## src/fcc_pkg.sv

```systemverilog
package fcc_pkg;
    // Register port addresses
    localparam logic [7:0] SFR_CMD = 8'hb9;
    localparam logic [7:0] SFR_KEY = 8'hba;
    localparam logic [7:0] SFR_DATA = 8'hbc;
    localparam logic [7:0] SFR_ADDR_LOW = 8'hc6;
    localparam logic [7:0] SFR_ADDR_HIGH = 8'hc7;

    // Reset values
    localparam logic [7:0] CMD_RESET = 8'h00;
    localparam logic [7:0] KEY_RESET = 8'hff;
    localparam logic [7:0] DATA_RESET = 8'h00;
    localparam logic [7:0] ADDR_RESET = 8'h00;

    localparam logic [7:0] KEY_UNLOCK = 8'h3b;

    // Command codes
    localparam logic [7:0] CMD_WRITE_BYTE = 8'h01;
    localparam logic [7:0] CMD_ERASE_PAGE = 8'h02;
    localparam logic [7:0] CMD_ERASE_ALL = 8'h03;
    localparam logic [7:0] CMD_READ_BYTE = 8'h04;
    localparam logic [7:0] CMD_PROTECT = 8'h08;

    // Array geometry and protection area
    localparam int PAGE_LSB = 9;
    localparam logic [6:0] PAGE_COUNT = 7'h7c;
    localparam logic [7:0] PROT_HIGH = 8'hf7;
    localparam logic [7:0] PROT_KEY_LOW = 8'heb;
    localparam logic [7:0] RP_LOW = 8'hec;
    localparam logic [7:0] WP_LOW = 8'hf0;
    localparam logic [4:0] RP_BYTES = 5'h04;
    localparam logic [4:0] PROT_LOAD_LAST = 5'h13;

    typedef enum logic [2:0] {
        OP_NONE = 3'h0,
        OP_READ = 3'h1,
        OP_PROG = 3'h2,
        OP_ERASE_PAGE = 3'h3,
        OP_ERASE_ALL = 3'h4
    } fcc_op_e;

    typedef enum logic [1:0] {
        ST_LOAD_REQ = 2'b00,
        ST_LOAD_WAIT = 2'b01,
        ST_IDLE = 2'b11,
        ST_BUSY = 2'b10
    } fcc_state_e;

    typedef struct packed {
        fcc_op_e op;
        logic [15:0] addr;
        logic [7:0] wdata;
    } fcc_flash_req_s;
endpackage : fcc_pkg

```

## src/fcc_flash_command_controller.sv

```systemverilog
// Behaviour
// RULE_01: A command is accepted only while the unlock key register holds 0x3b.
// RULE_02: A command write without the unlock key leaves the array and data register untouched.
// RULE_03: Each completed operation returns the unlock key register to its locked value 0xff.
// RULE_04: The core's program counter is stalled from the command write until the operation ends.
// RULE_05: Interrupts are held pending while an operation runs and released when it ends.
// RULE_06: Only the core is stalled; timers and other peripherals keep running.
// RULE_07: Code 1 programs the data register byte at the high/low address.
// RULE_08: Code 2 erases the whole 512-byte page holding the high/low address.
// RULE_09: Code 3 erases all of the array; application code should not issue it.
// RULE_10: Code 4 reads the byte at the high/low address into the data register.
// RULE_11: Codes 5 to 7 and any other undefined code start no operation.
// RULE_12: Code 8 programs one protection byte in the area at the top of the array.
// RULE_13: The protect command uses only the low address and the data register.
// RULE_14: Each of the 124 pages has a write/erase protect bit, cleared meaning protected.
// RULE_15: Read protection covers groups of four pages with one bit per group.
`timescale 1ns/1ns
`default_nettype none
module fcc_flash_command_controller (
    input wire logic mclk,
    input wire logic sys_rst,
    input wire logic [7:0] sfr_addr,
    input wire logic [7:0] sfr_wdata,
    input wire logic sfr_we,
    input wire logic sfr_re,
    output logic [7:0] sfr_rdata,
    output fcc_pkg::fcc_flash_req_s flash_req,
    input wire logic [7:0] flash_rdata,
    input wire logic flash_done,
    output logic core_stall,
    output logic irq_defer
);
    fcc_pkg::fcc_state_e state;
    fcc_pkg::fcc_state_e next_state;
    logic [7:0] flash_command;
    logic [7:0] next_flash_command;
    logic [7:0] flash_unlock_key;
    logic [7:0] next_flash_unlock_key;
    logic [7:0] flash_data;
    logic [7:0] next_flash_data;
    logic [7:0] flash_addr_low;
    logic [7:0] next_flash_addr_low;
    logic [7:0] flash_addr_high;
    logic [7:0] next_flash_addr_high;
    logic [127:0] wp_bits;
    logic [127:0] next_wp_bits;
    logic [31:0] rp_bits;
    logic [31:0] next_rp_bits;
    logic [4:0] load_idx;
    logic [4:0] next_load_idx;
    fcc_pkg::fcc_flash_req_s next_flash_req;
    logic [7:0] next_sfr_rdata;
    logic next_core_stall;
    logic next_irq_defer;
    logic [15:0] cur_addr;

    function automatic logic [6:0] page_of(input logic [15:0] addr);
        page_of = addr[15:fcc_pkg::PAGE_LSB];
    endfunction : page_of

    // Byte program and page erase need an existing page whose write/erase bit is still set
    function automatic logic wr_ok(input logic [15:0] addr, input logic [127:0] wp);
        logic [6:0] pg;
        pg = page_of(addr);
        wr_ok = (pg < fcc_pkg::PAGE_COUNT) && wp[pg]; // see RULE_14
    endfunction : wr_ok

    assign cur_addr = {flash_addr_high, flash_addr_low};

    always_comb begin
        logic [6:0] pg;
        logic [7:0] byte_sel;
        pg = page_of(cur_addr);
        byte_sel = 8'h00;
        next_state = state;
        next_flash_command = flash_command;
        next_flash_unlock_key = flash_unlock_key;
        next_flash_data = flash_data;
        next_flash_addr_low = flash_addr_low;
        next_flash_addr_high = flash_addr_high;
        next_wp_bits = wp_bits;
        next_rp_bits = rp_bits;
        next_load_idx = load_idx;
        next_flash_req = flash_req;
        next_flash_req.op = fcc_pkg::OP_NONE;
        next_core_stall = core_stall;
        next_sfr_rdata = sfr_rdata;

        if (sfr_re) begin
            if (sfr_addr == fcc_pkg::SFR_CMD) begin
                next_sfr_rdata = flash_command;
            end else if (sfr_addr == fcc_pkg::SFR_KEY) begin
                next_sfr_rdata = flash_unlock_key;
            end else if (sfr_addr == fcc_pkg::SFR_DATA) begin
                next_sfr_rdata = flash_data;
            end else if (sfr_addr == fcc_pkg::SFR_ADDR_LOW) begin
                next_sfr_rdata = flash_addr_low;
            end else if (sfr_addr == fcc_pkg::SFR_ADDR_HIGH) begin
                next_sfr_rdata = flash_addr_high;
            end else begin
                next_sfr_rdata = 8'h00;
            end
        end

        case (state)
            // Protection bytes are copied into shadow bits before the core may run
            fcc_pkg::ST_LOAD_REQ: begin
                next_flash_req.op = fcc_pkg::OP_READ;
                next_flash_req.addr = {fcc_pkg::PROT_HIGH, fcc_pkg::RP_LOW + {3'h0, load_idx}};
                next_state = fcc_pkg::ST_LOAD_WAIT;
            end
            fcc_pkg::ST_LOAD_WAIT: begin
                if (flash_done) begin
                    if (load_idx < fcc_pkg::RP_BYTES) begin
                        next_rp_bits[{load_idx[1:0], 3'h0} +: 8] = flash_rdata; // see RULE_15
                    end else begin
                        next_wp_bits[{load_idx[3:0] - 4'h4, 3'h0} +: 8] = flash_rdata;
                    end
                    if (load_idx == fcc_pkg::PROT_LOAD_LAST) begin
                        next_state = fcc_pkg::ST_IDLE;
                        next_core_stall = 1'b0;
                    end else begin
                        next_load_idx = load_idx + 5'h01;
                        next_state = fcc_pkg::ST_LOAD_REQ;
                    end
                end
            end
            // Core is stalled in the busy state, so it cannot write registers then
            fcc_pkg::ST_IDLE: begin
                if (sfr_we) begin
                    if (sfr_addr == fcc_pkg::SFR_KEY) begin
                        next_flash_unlock_key = sfr_wdata;
                    end else if (sfr_addr == fcc_pkg::SFR_DATA) begin
                        next_flash_data = sfr_wdata;
                    end else if (sfr_addr == fcc_pkg::SFR_ADDR_LOW) begin
                        next_flash_addr_low = sfr_wdata;
                    end else if (sfr_addr == fcc_pkg::SFR_ADDR_HIGH) begin
                        next_flash_addr_high = sfr_wdata;
                    end else if (sfr_addr == fcc_pkg::SFR_CMD) begin
                        next_flash_command = sfr_wdata;
                        if (flash_unlock_key == fcc_pkg::KEY_UNLOCK) begin // see RULE_01 RULE_02
                            next_flash_req.addr = cur_addr;
                            next_flash_req.wdata = flash_data;
                            next_state = fcc_pkg::ST_BUSY;
                            next_core_stall = 1'b1; // see RULE_04 RULE_06
                            case (sfr_wdata)
                                fcc_pkg::CMD_WRITE_BYTE: begin
                                    // Protection area is not reachable by a plain byte write
                                    if (wr_ok(cur_addr, wp_bits) && !(flash_addr_high
                                            == fcc_pkg::PROT_HIGH && flash_addr_low
                                            >= fcc_pkg::PROT_KEY_LOW)) begin
                                        next_flash_req.op = fcc_pkg::OP_PROG; // see RULE_07
                                    end
                                end
                                fcc_pkg::CMD_ERASE_PAGE: begin
                                    if (wr_ok(cur_addr, wp_bits)) begin
                                        next_flash_req.op = fcc_pkg::OP_ERASE_PAGE; // see RULE_08
                                    end
                                end
                                fcc_pkg::CMD_ERASE_ALL: begin
                                    next_flash_req.op = fcc_pkg::OP_ERASE_ALL; // see RULE_09
                                end
                                fcc_pkg::CMD_READ_BYTE: begin
                                    if (pg < fcc_pkg::PAGE_COUNT && rp_bits[pg[6:2]]) begin
                                        next_flash_req.op = fcc_pkg::OP_READ; // see RULE_10 RULE_15
                                    end
                                end
                                fcc_pkg::CMD_PROTECT: begin
                                    next_flash_req.addr = {fcc_pkg::PROT_HIGH, flash_addr_low}; // see RULE_13
                                    if (flash_addr_low >= fcc_pkg::PROT_KEY_LOW) begin
                                        next_flash_req.op = fcc_pkg::OP_PROG; // see RULE_12
                                    end
                                end
                                default: begin
                                    next_state = fcc_pkg::ST_IDLE; // see RULE_11
                                    next_core_stall = 1'b0;
                                end
                            endcase
                            // A refused protected access still completes and uses up the key
                            if (next_state == fcc_pkg::ST_BUSY
                                    && next_flash_req.op == fcc_pkg::OP_NONE) begin
                                next_state = fcc_pkg::ST_IDLE;
                                next_core_stall = 1'b0;
                                next_flash_unlock_key = fcc_pkg::KEY_RESET; // see RULE_03
                            end
                        end
                    end
                end
            end
            fcc_pkg::ST_BUSY: begin
                if (flash_done) begin
                    if (flash_command == fcc_pkg::CMD_READ_BYTE) begin
                        next_flash_data = flash_rdata; // see RULE_10
                    end else if (flash_command == fcc_pkg::CMD_ERASE_ALL) begin
                        next_wp_bits = '1;
                        next_rp_bits = '1;
                    end else if (flash_command == fcc_pkg::CMD_PROTECT) begin
                        // Programming only clears bits, so the shadow is ANDed
                        if (flash_addr_low >= fcc_pkg::WP_LOW) begin
                            byte_sel = flash_addr_low - fcc_pkg::WP_LOW;
                            next_wp_bits[{byte_sel[3:0], 3'h0} +: 8] =
                                wp_bits[{byte_sel[3:0], 3'h0} +: 8] & flash_data; // see RULE_14
                        end else if (flash_addr_low >= fcc_pkg::RP_LOW) begin
                            byte_sel = flash_addr_low - fcc_pkg::RP_LOW;
                            next_rp_bits[{byte_sel[1:0], 3'h0} +: 8] =
                                rp_bits[{byte_sel[1:0], 3'h0} +: 8] & flash_data; // see RULE_15
                        end
                    end
                    next_flash_unlock_key = fcc_pkg::KEY_RESET; // see RULE_03
                    next_core_stall = 1'b0; // see RULE_04
                    next_state = fcc_pkg::ST_IDLE;
                end
            end
            default: begin
                next_state = fcc_pkg::ST_IDLE;
            end
        endcase
        next_irq_defer = next_core_stall; // see RULE_05
    end

    always_ff @(posedge mclk) begin
        if (sys_rst) begin
            state <= fcc_pkg::ST_LOAD_REQ;
            flash_command <= fcc_pkg::CMD_RESET;
            flash_unlock_key <= fcc_pkg::KEY_RESET;
            flash_data <= fcc_pkg::DATA_RESET;
            flash_addr_low <= fcc_pkg::ADDR_RESET;
            flash_addr_high <= fcc_pkg::ADDR_RESET;
            wp_bits <= '1;
            rp_bits <= '1;
            load_idx <= 5'h00;
            flash_req <= '0;
            sfr_rdata <= 8'h00;
            core_stall <= 1'b1;
            irq_defer <= 1'b1;
        end else begin
            state <= next_state;
            flash_command <= next_flash_command;
            flash_unlock_key <= next_flash_unlock_key;
            flash_data <= next_flash_data;
            flash_addr_low <= next_flash_addr_low;
            flash_addr_high <= next_flash_addr_high;
            wp_bits <= next_wp_bits;
            rp_bits <= next_rp_bits;
            load_idx <= next_load_idx;
            flash_req <= next_flash_req;
            sfr_rdata <= next_sfr_rdata;
            core_stall <= next_core_stall;
            irq_defer <= next_irq_defer;
        end
    end
endmodule : fcc_flash_command_controller
`default_nettype wire

```

## config.mk

```make
export PLATFORM = sky130hd
export DESIGN_NAME = fcc_flash_command_controller
export DESIGN_NICKNAME = d
export VERILOG_FILES = /design/src/fcc_pkg.sv /design/src/fcc_flash_command_controller.sv
export SDC_FILE = /design/constraint.sdc
export NUM_CORES = 1
export LEC_CHECK = 0
export BUFFER_PORTS_ARGS = -buffer_cell sky130_fd_sc_hd__clkbuf_2
export CORE_MARGIN = 2
export CORE_UTILIZATION = 47
export DETAILED_ROUTE_END_ITERATION = 16
export SYNTH_ARGS = -nofsm -noshare
export SYNTH_HDL_FRONTEND = slang
export SYNTH_SLANG_ARGS = --single-unit
```

## constraint.sdc

```tcl
create_clock -name mclk -period 12.2 [get_ports mclk]
set_clock_uncertainty 0.15 [all_clocks]
set_input_delay 3.05 -clock mclk [delete_from_list [all_inputs] [get_ports mclk]]
set_output_delay 3.05 -clock mclk [all_outputs]
set_load 0.02 [all_outputs]
```

Word level (Yosys, flattened, before mapping)
Cells that the tools add are included.
- register bits after elaboration: 243
- bits of input ports: 29
- output and inout port bits: 37
- add/sub/neg operators: 9
- order comparisons: 7
- equal/unequal tests: 45
- shift-type cells: 10
- mux-type cells: 102
- bitwise gates (word level): 7
- reduce and logical (&&, ||, !) cells: 25
- operators by type and width (kind ; number):
    $mux W128 ; 7
    $bwmux W128 ; 2
    $mux W32 ; 8
    $pmux W128 S2 ; 1
    $shift A8 B9 Y128 const A ; 2
    $shiftx A8 B9 Y128 ; 2
    $mux W27 ; 7
    $mux W8 ; 19
    $shiftx A128 B8 Y8 ; 1
    $bwmux W32 ; 2
    $pmux W32 S2 ; 1
    $shift A8 B7 Y32 const A ; 2
    $shiftx A8 B7 Y32 ; 2
    $eq A8 B8 Y1 const B ; 6
    $mux W2 ; 22
    $pmux W19 S2 ; 1
    $pmux W8 S2 ; 2
    $shiftx A32 B6 Y8 ; 1
    $ne A2 B2 Y1 const B ; 15
    $ne A3 B3 Y1 const B ; 10
    $eq A8 B2 Y1 const B ; 3
    $ge A8 B8 Y1 const B ; 3
    $mux W3 ; 8
    $reduce_and A8 Y1 ; 3
    other kinds (40) ; 75

Depth between registers and ports, before layout
Gate-level depths: netlist (run 1).
- depth after elaboration: 25
- depth in mapped cells: 16
- mapped depth without buffers: 10

Worst setup path before layout (run 1)
No wires, ideal clock.
- kind: input-to-reg
- start point: in sfr_addr[3]
- end point: reg flash_req[14] in the netlist's numbering
- arrival: 5.241 ns
- data required time: 11.922 ns
- slack: 6.681 ns
- stages on the path: 8
- path buffers: 1
- cells stage by stage: or4b_2 > nor3_1 > o41ai_1 > nand2_1 > clkbuf_1 > nor3_1 > a21oi_1 > nor2_1
- longest elaborated chain between the ends: 3
- elaborated cells on any way between the ends: 11
- classes of those cells: eq/ne (10); reduce/logical (1)
- RTL lines (element ; line ; text):
    start, declared ; fcc_flash_command_controller.sv:22 ; input wire logic [7:0] sfr_addr,
    $eq A8 B8 Y1, on equally long branches ; - ;
    $ne A2 B2 Y1 (no line) ; - ;
    $reduce_and A8 Y1 (no line) * ; - ;
    end signal, assigned ; fcc_flash_command_controller.sv:246 ; flash_req <= next_flash_req;
    end, declared ; fcc_flash_command_controller.sv:27 ; output fcc_pkg::fcc_flash_req_s flash_req,
Mark *: on every way between the ends. The rest lies on a longest branch, timed or not.
A chain may end at the register's enable or synchronous reset.

Final worst setup path (run 1)
- start point: in sfr_addr[3]
- end point: reg flash_req[12] in the netlist's numbering
Same word-level chain as after synthesis.

==> impl_results.md, run 1 <==
- Status: completed
- DR iter-0 viols: 1520
- First-pass DRT Iterations: 6
- PnR Total Power: 1863 uW
- Ys flop type: dfxtp_1
- DRC violations left: 0
- Total track usage: 0.3059
- Vias post-DR: between 10000 and 15000
- I/O Pins: between 60 and 70
- Unique cell type count in the Yosys netlist: 76
- Max reg flops: 128
- Most instantiated cells after synthesis: 243 x dfxtp_1, 159 x nor2_1, 121 x a211o_1, 106 x nand2_1, 98 x a21oi_1
- Clock sinks: 243
- Final Hold Viols: 0
- Clk buf depth: 3
- Die Width: 176.4 um
- WP buf/inv: 1
- CP Capture Type: flop
- Met1 Usage GRT: 0.4246
- PortBufs: 65
- Post-CTS setup buffer count: 0
- Vias in the first global route: 11630
- RSZ-0062 raised after global routing: false
- FF/Latch Area: just under 5000 um2
- Setup crit start kind: input port
- Syn Std Cell Area: ~14000 um2
- Clk slew on worst S/H paths: ~0.06 ns
- Synth Instances: roughly 1500
- Num CTS Buffers: 27
- Cell taking the most area after synthesis: dfxtp_1
- Die Area: 31130 um2
- Area contributors post-synth: dfxtp_1 35%, mux4_2 13%, a211o_1 7.6%, a22oi_1 4.4%, nor2_1 4.3%
- CTS tree: yes
- Detail Placement HPWL: 33600 um
- First-pass GRT wire length: 73000 um
- R2r setup slk: 8.14 ns
- Cell chosen for the clock root: clkbuf_16
- Critical path, cell by cell: clkbuf_2, or4b_2, nor3_2, o41ai_1, nand2_1, nor2_1, a22oi_1, nor2_1
- CP most frequent cell: nor2_1
- Slew Limit Headroom: 0.1912
- Post-DR wirelength/cell: 25.18 um
- Hold crit path type: flop to flop
- Setup CP Type: input port to flop
- Max Clock Freq: between 150 and 200 MHz
- Worst EP required: about 12 ns
- Post-synth EDFFs: 0
- Largest registers: wp_bits x128, rp_bits x32, flash_req x27
- Critical Path Max Stage Delay: around 0.93 ns
- Tcrit/Tclk final: 0.4997
- Number of synthesized register bits: ~240
- Die H: 176.4 um
- Fillers: roughly 2700
- H-Tree Depth: 1
- Initial core utilization: 0.4740
- Slew @ Worst Pin: 1.197 ns
- Ys async rst share: 0
- Final Critical Period: 6.096 ns
- CP top delay family: simple AND/OR/NAND/NOR gates
- Worst path slowest cell: nor3_2
- Max_cap viols: 0
- Final nets: 1560
- Setup TNS: 0 ns
- Final setup margin: 6.104 ns
- Largest net degree at the start of global routing: 85
- Most numerous cell in the Yosys netlist: dfxtp_1
- Multi-input logic area: 8466 um2
- Cts repair resizes: 0
- Top cell type's share of synthesized area: 0.3481
- Ys Warns: 0
- Area delta synth->final: 10.02%
- # hold bufs at CTS: 0
- P per Cell Area: 121.2 nW/um2
- CP max FO: 26
- Core area: 29480 um2
- Met3 GRT Util: 0.04780
- Gpl congestion: 0.9652
- Worst vdd ir: 0.1263 mV
- Initial antenna violation count: 0
- M2 GR Usage: 0.4786
- Post-DRT Antenna Nets: 0
- Row cnt: 63
- Biggest register: wp_bits
- Synth Net Count: 1584
- CP arrival: 6.35 ns
- Worst-Skew Late Latency: 0.56 ns
- Layout cells sized above 1: 0.1673
- Pins Over Slew Limit: 0
- Part of the Yosys area used for sequential elements: 0.3481
- P_leak: 0.004755 uW
- Synthesized area per cell: about 9.1 um2
- Drt total wl: between 40000 and 50000 um
- Placement Setup Slack: 5.517 ns
- Post-DR vias/cell: 6.553
- Diodes inserted: 0
- Final setup viols: 0
- Gr busiest metal: met2
- Overflow after GRT: 0
worst min-delay path: stages (launching register included):
cell and delay [ns]:
dfxtp_1 0.31, nand2_1 0.05, a21oi_1 0.05
metrics by stage:
step	instance area, um2	utilization	hold WS [ns]	std cells
after CTS	15370	0.5215	0.3097	1920
after global routing	15370	0.5215	0.3425	1920
after global placement	14430	0.4895	0.2972	1871
after floorplan	13970	-	0.2935	1534
after detailed placement	14430	0.4895	0.3013	1871
final	15370	0.5215	0.3051	1920
cell usage in the layout, fill, tap and decap left out, drive strengths merged, types with 4 or more instances in the layout:
cell type	synthesis	layout
a21oi	99	99
a31oi	9	9
inv	20	21
nand3	29	29
o21ai	95	95
clkbuf	97	102
ha	21	21
nand3b	5	5
nand2	107	107
mux4	81	81
a211o	121	121
dfxtp	243	243
o22a	8	8
or4	5	5
nor2b	85	85
nor4	4	4
nand2b	8	8
a311oi	7	7
o32ai	4	4
o32a	5	5
nand4	4	4
and3	5	5
or3	6	6
xnor2	6	6
buf	47	27
clkinv	1	6
bufinv	0	4
nor3	22	22
a211oi	13	13
mux2i	44	44
or2	10	10
nor2	168	168
a222oi	8	8
a2bb2oi	11	11
o22ai	5	5
a22oi	81	81
a22o	4	4
worst paths after layout:
check | start | to | depth (start not counted)
worst max-delay path | sfr_addr[3] | flash_req[12] | 8
worst min-delay path | flash_req[17] | flash_req[17] | 2
worst max register to register | flash_addr_high[1] | irq_defer | 9
worst min register to register | flash_req[17] | flash_req[17] | 2
cells by family after synthesis:
family          count (synthesis)  synth area share
fa+ha+maj                      21           0.01880
compound gates                492            0.2468
xor+xnor                        9          0.005641
mux                           128            0.1645
simple gates                  476            0.1680
flops                         243            0.3481
buf+inv                       165           0.04826
power by group:
group	internal, uW	leakage, uW	switching (uW)
Clock	524	0.000462	350
Sequential	811	0.00197	15.4
Combinational	56.8	0.00232	105
routing by layer:
layer / vias to the layer above / share of wire
met5: - / 0
met2: 608 / 0.45
met1: 6159 / 0.43
li1: 5705 / -
met3: 110 / 0.082
met4: 0 / 0.043
cell type report:
type	instances	share of cell area
clock buffer	38	0.04989
clock inverter	11	0.01147
inverter	21	0.005127
multi-input combinational	1126	0.5506
sequential	243	0.3169
tap	390	0.03174
timing repair buffer	91	0.03426
Note: power is estimated with default switching activity, not from simulation.
==> inputs of run 2 (changes only) <==
--- a/config.mk
+++ b/config.mk
@@ -9,6 +9,7 @@
 export CORE_MARGIN = 2
 export CORE_UTILIZATION = 47
 export DETAILED_ROUTE_END_ITERATION = 16
+export PLACE_DENSITY = 0.66
 export SYNTH_ARGS = -nofsm -noshare
 export SYNTH_HDL_FRONTEND = slang
 export SYNTH_SLANG_ARGS = --single-unit
==> constraint.sdc (replaced) <==
create_clock -name mclk -period 5.3 [get_ports mclk]
set_clock_uncertainty 0.15 [all_clocks]
set_input_delay 1.325 -clock mclk [delete_from_list [all_inputs] [get_ports mclk]]
set_output_delay 1.325 -clock mclk [all_outputs]
set_load 0.02 [all_outputs]
==> run 2 against run 1 <==
Compared with the run above: via count increased by 1.9%; die area is the same; worst setup slack worse by 5.0 ns; register-to-register slack got worse by 7.0 ns; critical path depth did not move; global-route usage shrank 0.82 points; total power up 130%; count of clock-buffer cells in the layout shrank 4; highest routed layer unchanged; design area rose by 0.64%; combinational power rose by 130%.
==> impl_results.md, run 2 (same netlist as run 1, synthesis figures left out) <==
- Final setup viols: 0 (unchanged)
- Final Hold Viols: 0 (unchanged)
- Gpl congestion: 1.006 (was 0.9652)
- # hold bufs at CTS: 0 (unchanged)
- Vias in the first global route: 11810 (was 11630)
- First-pass DRT Iterations: 6 (unchanged)
- Hold crit path type: flop to flop (unchanged)
- Cell chosen for the clock root: clkbuf_16 (unchanged)
- Post-CTS setup buffer count: 0 (unchanged)
- P per Cell Area: 281.0 nW/um2 (was 121.2 nW/um2)
- Worst vdd ir: 0.2336 mV (was 0.1263 mV)
- Setup crit start kind: flop (was input port)
- Diodes inserted: 0 (unchanged)
- Power Internal: 3272 uW (was 1392 uW)
- Die Area: 31130 um2 (unchanged)
- Vias post-DR: 12820 (was 12580)
- CP max FO: 34 (was 26)
- Final nets: 1564 (was 1560)
- Cts repair resizes: 0 (unchanged)
- Overflow after GRT: 0 (unchanged)
- Post-DR vias/cell: 6.665 (was 6.553)
- Die H: 176.4 um (unchanged)
- Met3 GRT Util: 0.05663 (was 0.04780)
- Post-DRT Antenna Nets: 0 (unchanged)
- FF/Latch Area: 4872 um2 (unchanged)
- Pins Over Slew Limit: 0 (unchanged)
- First-pass GRT wire length: 71640 um (was 73000 um)
- Clock sinks: 243 (unchanged)
- Multi-input logic area: 8466 um2 (unchanged)
- Biggest register: wp_bits (unchanged)
- WP buf/inv: 0 (was 1)
- Clk slew on worst S/H paths: 0.06 ns (about the same)
- Largest net degree at the start of global routing: 134 (was 85)
- Final setup margin: 1.103 ns (was 6.104 ns)
- Slew Limit Headroom: 0.2330 (was 0.1912)
- Placement Setup Slack: 1.296 ns (was 5.517 ns)
- Sw power: 1077 uW (was 470.9 uW)
- Most frequent cells in the layout: 239 x dfxtp_1, 158 x nor2_1, 121 x a211o_1 (unchanged)
- Design Area, Final: 15470 um2 (was 15370 um2)
- Final Critical Period: 4.197 ns
- CP top delay family: compound AO/OA/AOI/OAI gates (was simple AND/OR/NAND/NOR gates)
- Fillers: 2777 (was 2749)
- Layout cells sized above 1: 0.1729 (was 0.1673)
- Max reg flops: 128 (unchanged)
- Clk buf depth: 3 (unchanged)
- Max Clock Freq: 238.3 MHz
- Setup TNS: 0 ns (unchanged)
- Worst EP required: 5.59 ns (was 12.45 ns)
- CTS tree: yes (unchanged)
- Largest registers: wp_bits x128, rp_bits x32, flash_req x27 (unchanged)
- Max_cap viols: 0 (unchanged)
- DRC violations left: 0 (unchanged)
- Final core occ: 0.5249 (was 0.5215)
- Slew @ Worst Pin: 1.150 ns (was 1.197 ns)
- Drt total wl: 46960 um (was 48340 um)
- Clk network pwr share: 0.478 (was 0.469)
- Num CTS Buffers: 27 (unchanged)
- Initial core utilization: 0.4740 (unchanged)
- Detail Placement HPWL: 32850 um (was 33600 um)
- Initial antenna violation count: 0 (unchanged)
- H-Tree Depth: 1 (unchanged)
- Placed cell areas: 14490 um2 (was 14430 um2)
- RSZ-0062 raised after global routing: false (unchanged)
- Worst-Skew Late Latency: 0.56 ns (about the same)
- P_leak: 0.004805 uW (was 0.004755 uW)
- PortBufs: 65 (unchanged)
- Core area: 29480 um2 (unchanged)
- Critical Path Max Stage Delay: 0.99 ns (was 0.93 ns)
- Gr busiest metal: met2 (unchanged)
- Logic pwr share: 0.085 (was 0.087)
- Register share of total power: 0.437 (was 0.444)
- Post-DR wirelength/cell: 24.42 um (was 25.18 um)
- DR iter-0 viols: 1708 (was 1520)
- Die Width: 176.4 um (unchanged)
- Sw Share: 0.2477 (was 0.2527)
- CP arrival: 4.49 ns (was 6.35 ns)
- Met1 Usage GRT: 0.4017 (was 0.4246)
- M2 GR Usage: 0.4613 (was 0.4786)
- CP Capture Type: flop (unchanged)
- Commonest non-fill, non-tap cell in the layout: dfxtp_1 (unchanged)
- Worst path slowest cell: dfxtp_2 (was nor3_2)
- Row cnt: 63 (unchanged)
- Critical path, cell by cell: mux4_2, nor2b_1, a211oi_1, a2111oi_0, a311o_1, a311oi_1, a211oi_1, a211o_1 (was clkbuf_2, or4b_2, nor3_2, o41ai_1, nand2_1, nor2_1, a22oi_1, nor2_1)
- I/O Pins: 66 (unchanged)
- Setup CP Type: flop to flop (was input port to flop)
- Tcrit/Tclk final: 0.7919
- CP most frequent cell: a211oi_1 (was nor2_1)
- Area delta synth->final: 10.73% (was 10.02%)
- Status: completed (unchanged)
- Total track usage: 0.2977 (was 0.3059)
==> run 2: power groups by stage <==
stage	clock network, uW	registers, uW	logic, uW
2_1_floorplan	0	1950	239
3_3_place_gp	0	1940	360
3_5_place_dp	0	1940	363
4_1_cts	2100	1900	365
5_1_grt	2170	1900	397
6_report	2080	1900	371
==> run 2: metrics by stage <==
stage / power (uW) / std cells / hold slack, ns
2_1_floorplan: 2185 / 1534 / 0.2935
3_3_place_gp: 2299 / 1875 / 0.2938
3_5_place_dp: 2304 / 1875 / 0.2991
4_1_cts: 4362 / 1923 / 0.3072
5_1_grt: 4473 / 1923 / 0.3218
6_report: 4349 / 1923 / 0.3025
==> run 2: cell type report <==
cell class                 instances  area share
clock inverter                    14     0.01391
sequential                       243      0.3149
timing repair buffer              95     0.03760
tap                              390     0.03154
multi-input combinational       1126      0.5471
clock buffer                      34     0.04989
inverter                          21    0.005094
==> run 2: layer usage <==
| layer | vias up | wire length [um] |
|---|---|---|
| met5 | - | 0 |
| met4 | 0 | 2434 |
| met3 | 147 | 4747 |
| met2 | 795 | 20590 |
| met1 | 6145 | 19190 |
| li1 | 5729 | - |
==> run 2: path summary, 6_finish.rpt <==
| path | startpoint | end | slack (ns) | depth (start not counted) |
|---|---|---|---|---|
| max | flash_addr_high[1] | irq_defer | 1.10 | 8 |
| min | flash_req[16] | flash_req[16] | 0.30 | 2 |
| min reg2reg | flash_req[16] | flash_req[16] | 0.30 | 2 |
| max reg2reg | flash_addr_high[1] | irq_defer | 1.10 | 8 |
==> run 2: tightest hold or removal path, cell delays in order, from the launching register on <==
cell and delay [ns]:
dfxtp_1 0.31, nand2_1 0.05, a21oi_1 0.05
==> inputs of run 3 (changes only) <==
==> constraint.sdc (replaced) <==
create_clock -name mclk -period 3.4 [get_ports mclk]
set_clock_uncertainty 0.15 [all_clocks]
set_input_delay 0.85 -clock mclk [delete_from_list [all_inputs] [get_ports mclk]]
set_output_delay 0.85 -clock mclk [all_outputs]
set_load 0.02 [all_outputs]
==> run 3 against run 2 <==
Compared with the run above: non-clock buffer count increased by 51; flip-flop and latch count is the same; routed wire length grew 3.3%; critical path type unchanged.
==> impl_results.md, run 3 (same netlist as run 1, synthesis figures left out) <==
- Status: completed (unchanged)
- Final nets: 1617 (was 1564)
- Worst-Skew Late Latency: 0.55 ns (was 0.56 ns)
- Overflow after GRT: 0 (unchanged)
- Biggest register: wp_bits (unchanged)
- Design Area, Final: 16050 um2 (was 15470 um2)
- Detail Placement HPWL: 34110 um (was 32850 um)
- Slew @ Worst Pin: 1.123 ns (was 1.150 ns)
- CP most frequent cell: or4_4 (was a211oi_1)
- Setup crit start kind: flop (unchanged)
- Post-DR vias/cell: 6.531 (was 6.665)
- CP max FO: 16 (was 34)
- Row cnt: 63 (unchanged)
- Die Width: 176.4 um (unchanged)
- Placed cell areas: 14990 um2 (was 14490 um2)
- Area delta synth->final: 14.84% (was 10.73%)
- Clock sinks: 243 (unchanged)
- Die Area: 31130 um2 (unchanged)
- Hold Slack: 0.3062 ns (was 0.3025 ns)
- P per Cell Area: 420.5 nW/um2 (was 281.0 nW/um2)
- Num CTS Buffers: 27 (unchanged)
- Vias post-DR: 12910 (was 12820)
- First-pass DRT Iterations: 6 (unchanged)
- Met3 GRT Util: 0.05233 (was 0.05663)
- Worst path slowest cell: or4_4 (was dfxtp_2)
- Largest registers: wp_bits x128, rp_bits x32, flash_req x27 (unchanged)
- Clk buf depth: 3 (unchanged)
- DR iter-0 viols: 1586 (was 1708)
- Met1 Usage GRT: 0.4183 (was 0.4017)
- Max Clock Freq: 299.1 MHz (was 238.3 MHz)
- Hold-critical path endpoint: flash_req[20] (was flash_req[16])
- Gpl congestion: 0.9510 (was 1.006)
- Max reg flops: 128 (unchanged)
- Hold Crit Depth: 2 (unchanged)
- Post-DRT Antenna Nets: 0 (unchanged)
- Final Hold Viols: 0 (unchanged)
- Post-DR wirelength/cell: 24.53 um (was 24.42 um)
- M2 GR Usage: 0.4681 (was 0.4613)
- Critical Path Max Stage Delay: 0.56 ns (was 0.99 ns)
- Core area: 29480 um2 (unchanged)
- Max_cap viols: 0 (unchanged)
- Final setup margin: 0.05677 ns (was 1.103 ns)
- Most frequent cells in the layout: 239 x dfxtp_1, 158 x nor2_1, 121 x a211o_1 (unchanged)
- Final Critical Period: 3.343 ns (was 4.197 ns)
- Commonest non-fill, non-tap cell in the layout: dfxtp_1 (unchanged)
- First-pass GRT wire length: 72750 um (was 71640 um)
- Setup CP Type: flop to flop (unchanged)
- P_leak: 0.005108 uW (was 0.004805 uW)
- I/O Pins: 66 (unchanged)
- Initial antenna violation count: 0 (unchanged)
- CTS tree: yes (unchanged)
- Final core occ: 0.5444 (was 0.5249)
- PnR Total Power: 6748 uW (was 4349 uW)
- Worst EP required: 3.69 ns (was 5.59 ns)
- PortBufs: 65 (unchanged)
- Cells on worst reg2reg path: 11 (was 8)
- Placement Setup Slack: -0.04981 ns (was 1.296 ns)
- Critical path, cell by cell: or4_4, or4_4, nand2_4, o22ai_1, or4_4, buf_12, buf_4, nor2_2, buf_12, nor2b_1, a211o_1 (was mux4_2, nor2b_1, a211oi_1, a2111oi_0, a311o_1, a311oi_1, a211oi_1, a211o_1)
- Layout cells sized above 1: 0.2042 (was 0.1729)
- Drt total wl: 48500 um (was 46960 um)
- Worst vdd ir: 0.3180 mV (was 0.2336 mV)
- Min-Delay Startpoint: flash_req[20] (was flash_req[16])
- Hold crit path type: flop to flop (unchanged)
- R2r setup slk: 0.06 ns (was 1.10 ns)
- Tcrit/Tclk final: 0.9833 (was 0.7919)
- Slew Limit Headroom: 0.2457 (was 0.2330)
- Final setup viols: 0 (unchanged)
- Die H: 176.4 um (unchanged)
- CP arrival: 3.63 ns (was 4.49 ns)
- Vias in the first global route: 12060 (was 11810)
- H-Tree Depth: 1 (unchanged)
- DRC violations left: 0 (unchanged)
- Cell chosen for the clock root: clkbuf_16 (unchanged)
- R2R Path Start: flash_command[4] (was flash_addr_high[1])
- CP Capture Type: flop (unchanged)
- Largest net degree at the start of global routing: 117 (was 134)
- Initial core utilization: 0.4740 (unchanged)
- Clk slew on worst S/H paths: 0.06 ns (about the same)
- Pins Over Slew Limit: 0 (unchanged)
- Total track usage: 0.3055 (was 0.2977)
- RR Endpoint: wp_bits[20] (was irq_defer)
- Diodes inserted: 0 (unchanged)
- Gr busiest metal: met2 (unchanged)
[run 3: report_power, final]
group | switching [uW] | internal (uW) | leakage, uW
Clock | 1250 | 1910 | 0.000478
Sequential | 52.0 | 2910 | 0.00197
Combinational | 387 | 241 | 0.00266
[run 3: worst max-delay path by stage]
| stage | slack, ns | cells after the start | endpoint | start |
|---|---|---|---|---|
| 3_3_place_gp | 0.03 | 9 | wp_bits[90] | flash_command[4] |
| 2_1_floorplan | 0.02 | 15 | wp_bits[6] | flash_addr_low[1] |
| 4_1_cts | 0.009 | 9 | wp_bits[88] | flash_command[4] |
| 5_1_grt | -0.008 | 11 | wp_bits[5] | flash_command[4] |
| 6_report | 0.06 | 11 | wp_bits[20] | flash_command[4] |
| 3_5_place_dp | -0.05 | 9 | wp_bits[88] | flash_command[4] |
[run 3: worst max-delay path, delay by kind of cell (launching register included)]
family | cells | cell delay (ns)
buffers and inverters | 3 | 0.47
DFF | 1 | 0.32
AOI/OAI and AO/OA | 2 | 0.36
and+or+nand+nor | 6 | 1.93
[run 3: metal layers]
metal	wire length [um]	vias up	share of wire
met5	0	-	0
met4	2729	0	0.056
met3	4945	163	0.10
met2	21210	734	0.44
met1	19620	6193	0.40
li1	-	5822	-
[run 3: final cells by class]
| cell class | instances | area, um2 |
|---|---|---|
| tap | 390 | 488.0 |
| timing repair buffer | 146 | 1115 |
| sequential | 243 | 4872 |
| fill | 2708 | 13430 |
| multi-input combinational | 1128 | 8538 |
| clock inverter | 13 | 176.4 |
| inverter | 21 | 78.83 |
| clock buffer | 36 | 779.5 |
[run 3: through the flow]
step	std cells	TNS, ns
finish	1977	0
global route	1977	-0.02808
CTS	1971	0
detailed placement	1922	-0.4103
global placement	1922	0
floorplan	1534	0
[run 3: what timing repair did]
action | 4_1_cts | 5_1_grt
pin swaps | 1 | 5
hold buffers | 0 | 0
setup endpoints to repair | 46 | 99
gates resized for setup | 0 | 15
buffers inserted | 0 | 4
gates cloned | 0 | 2
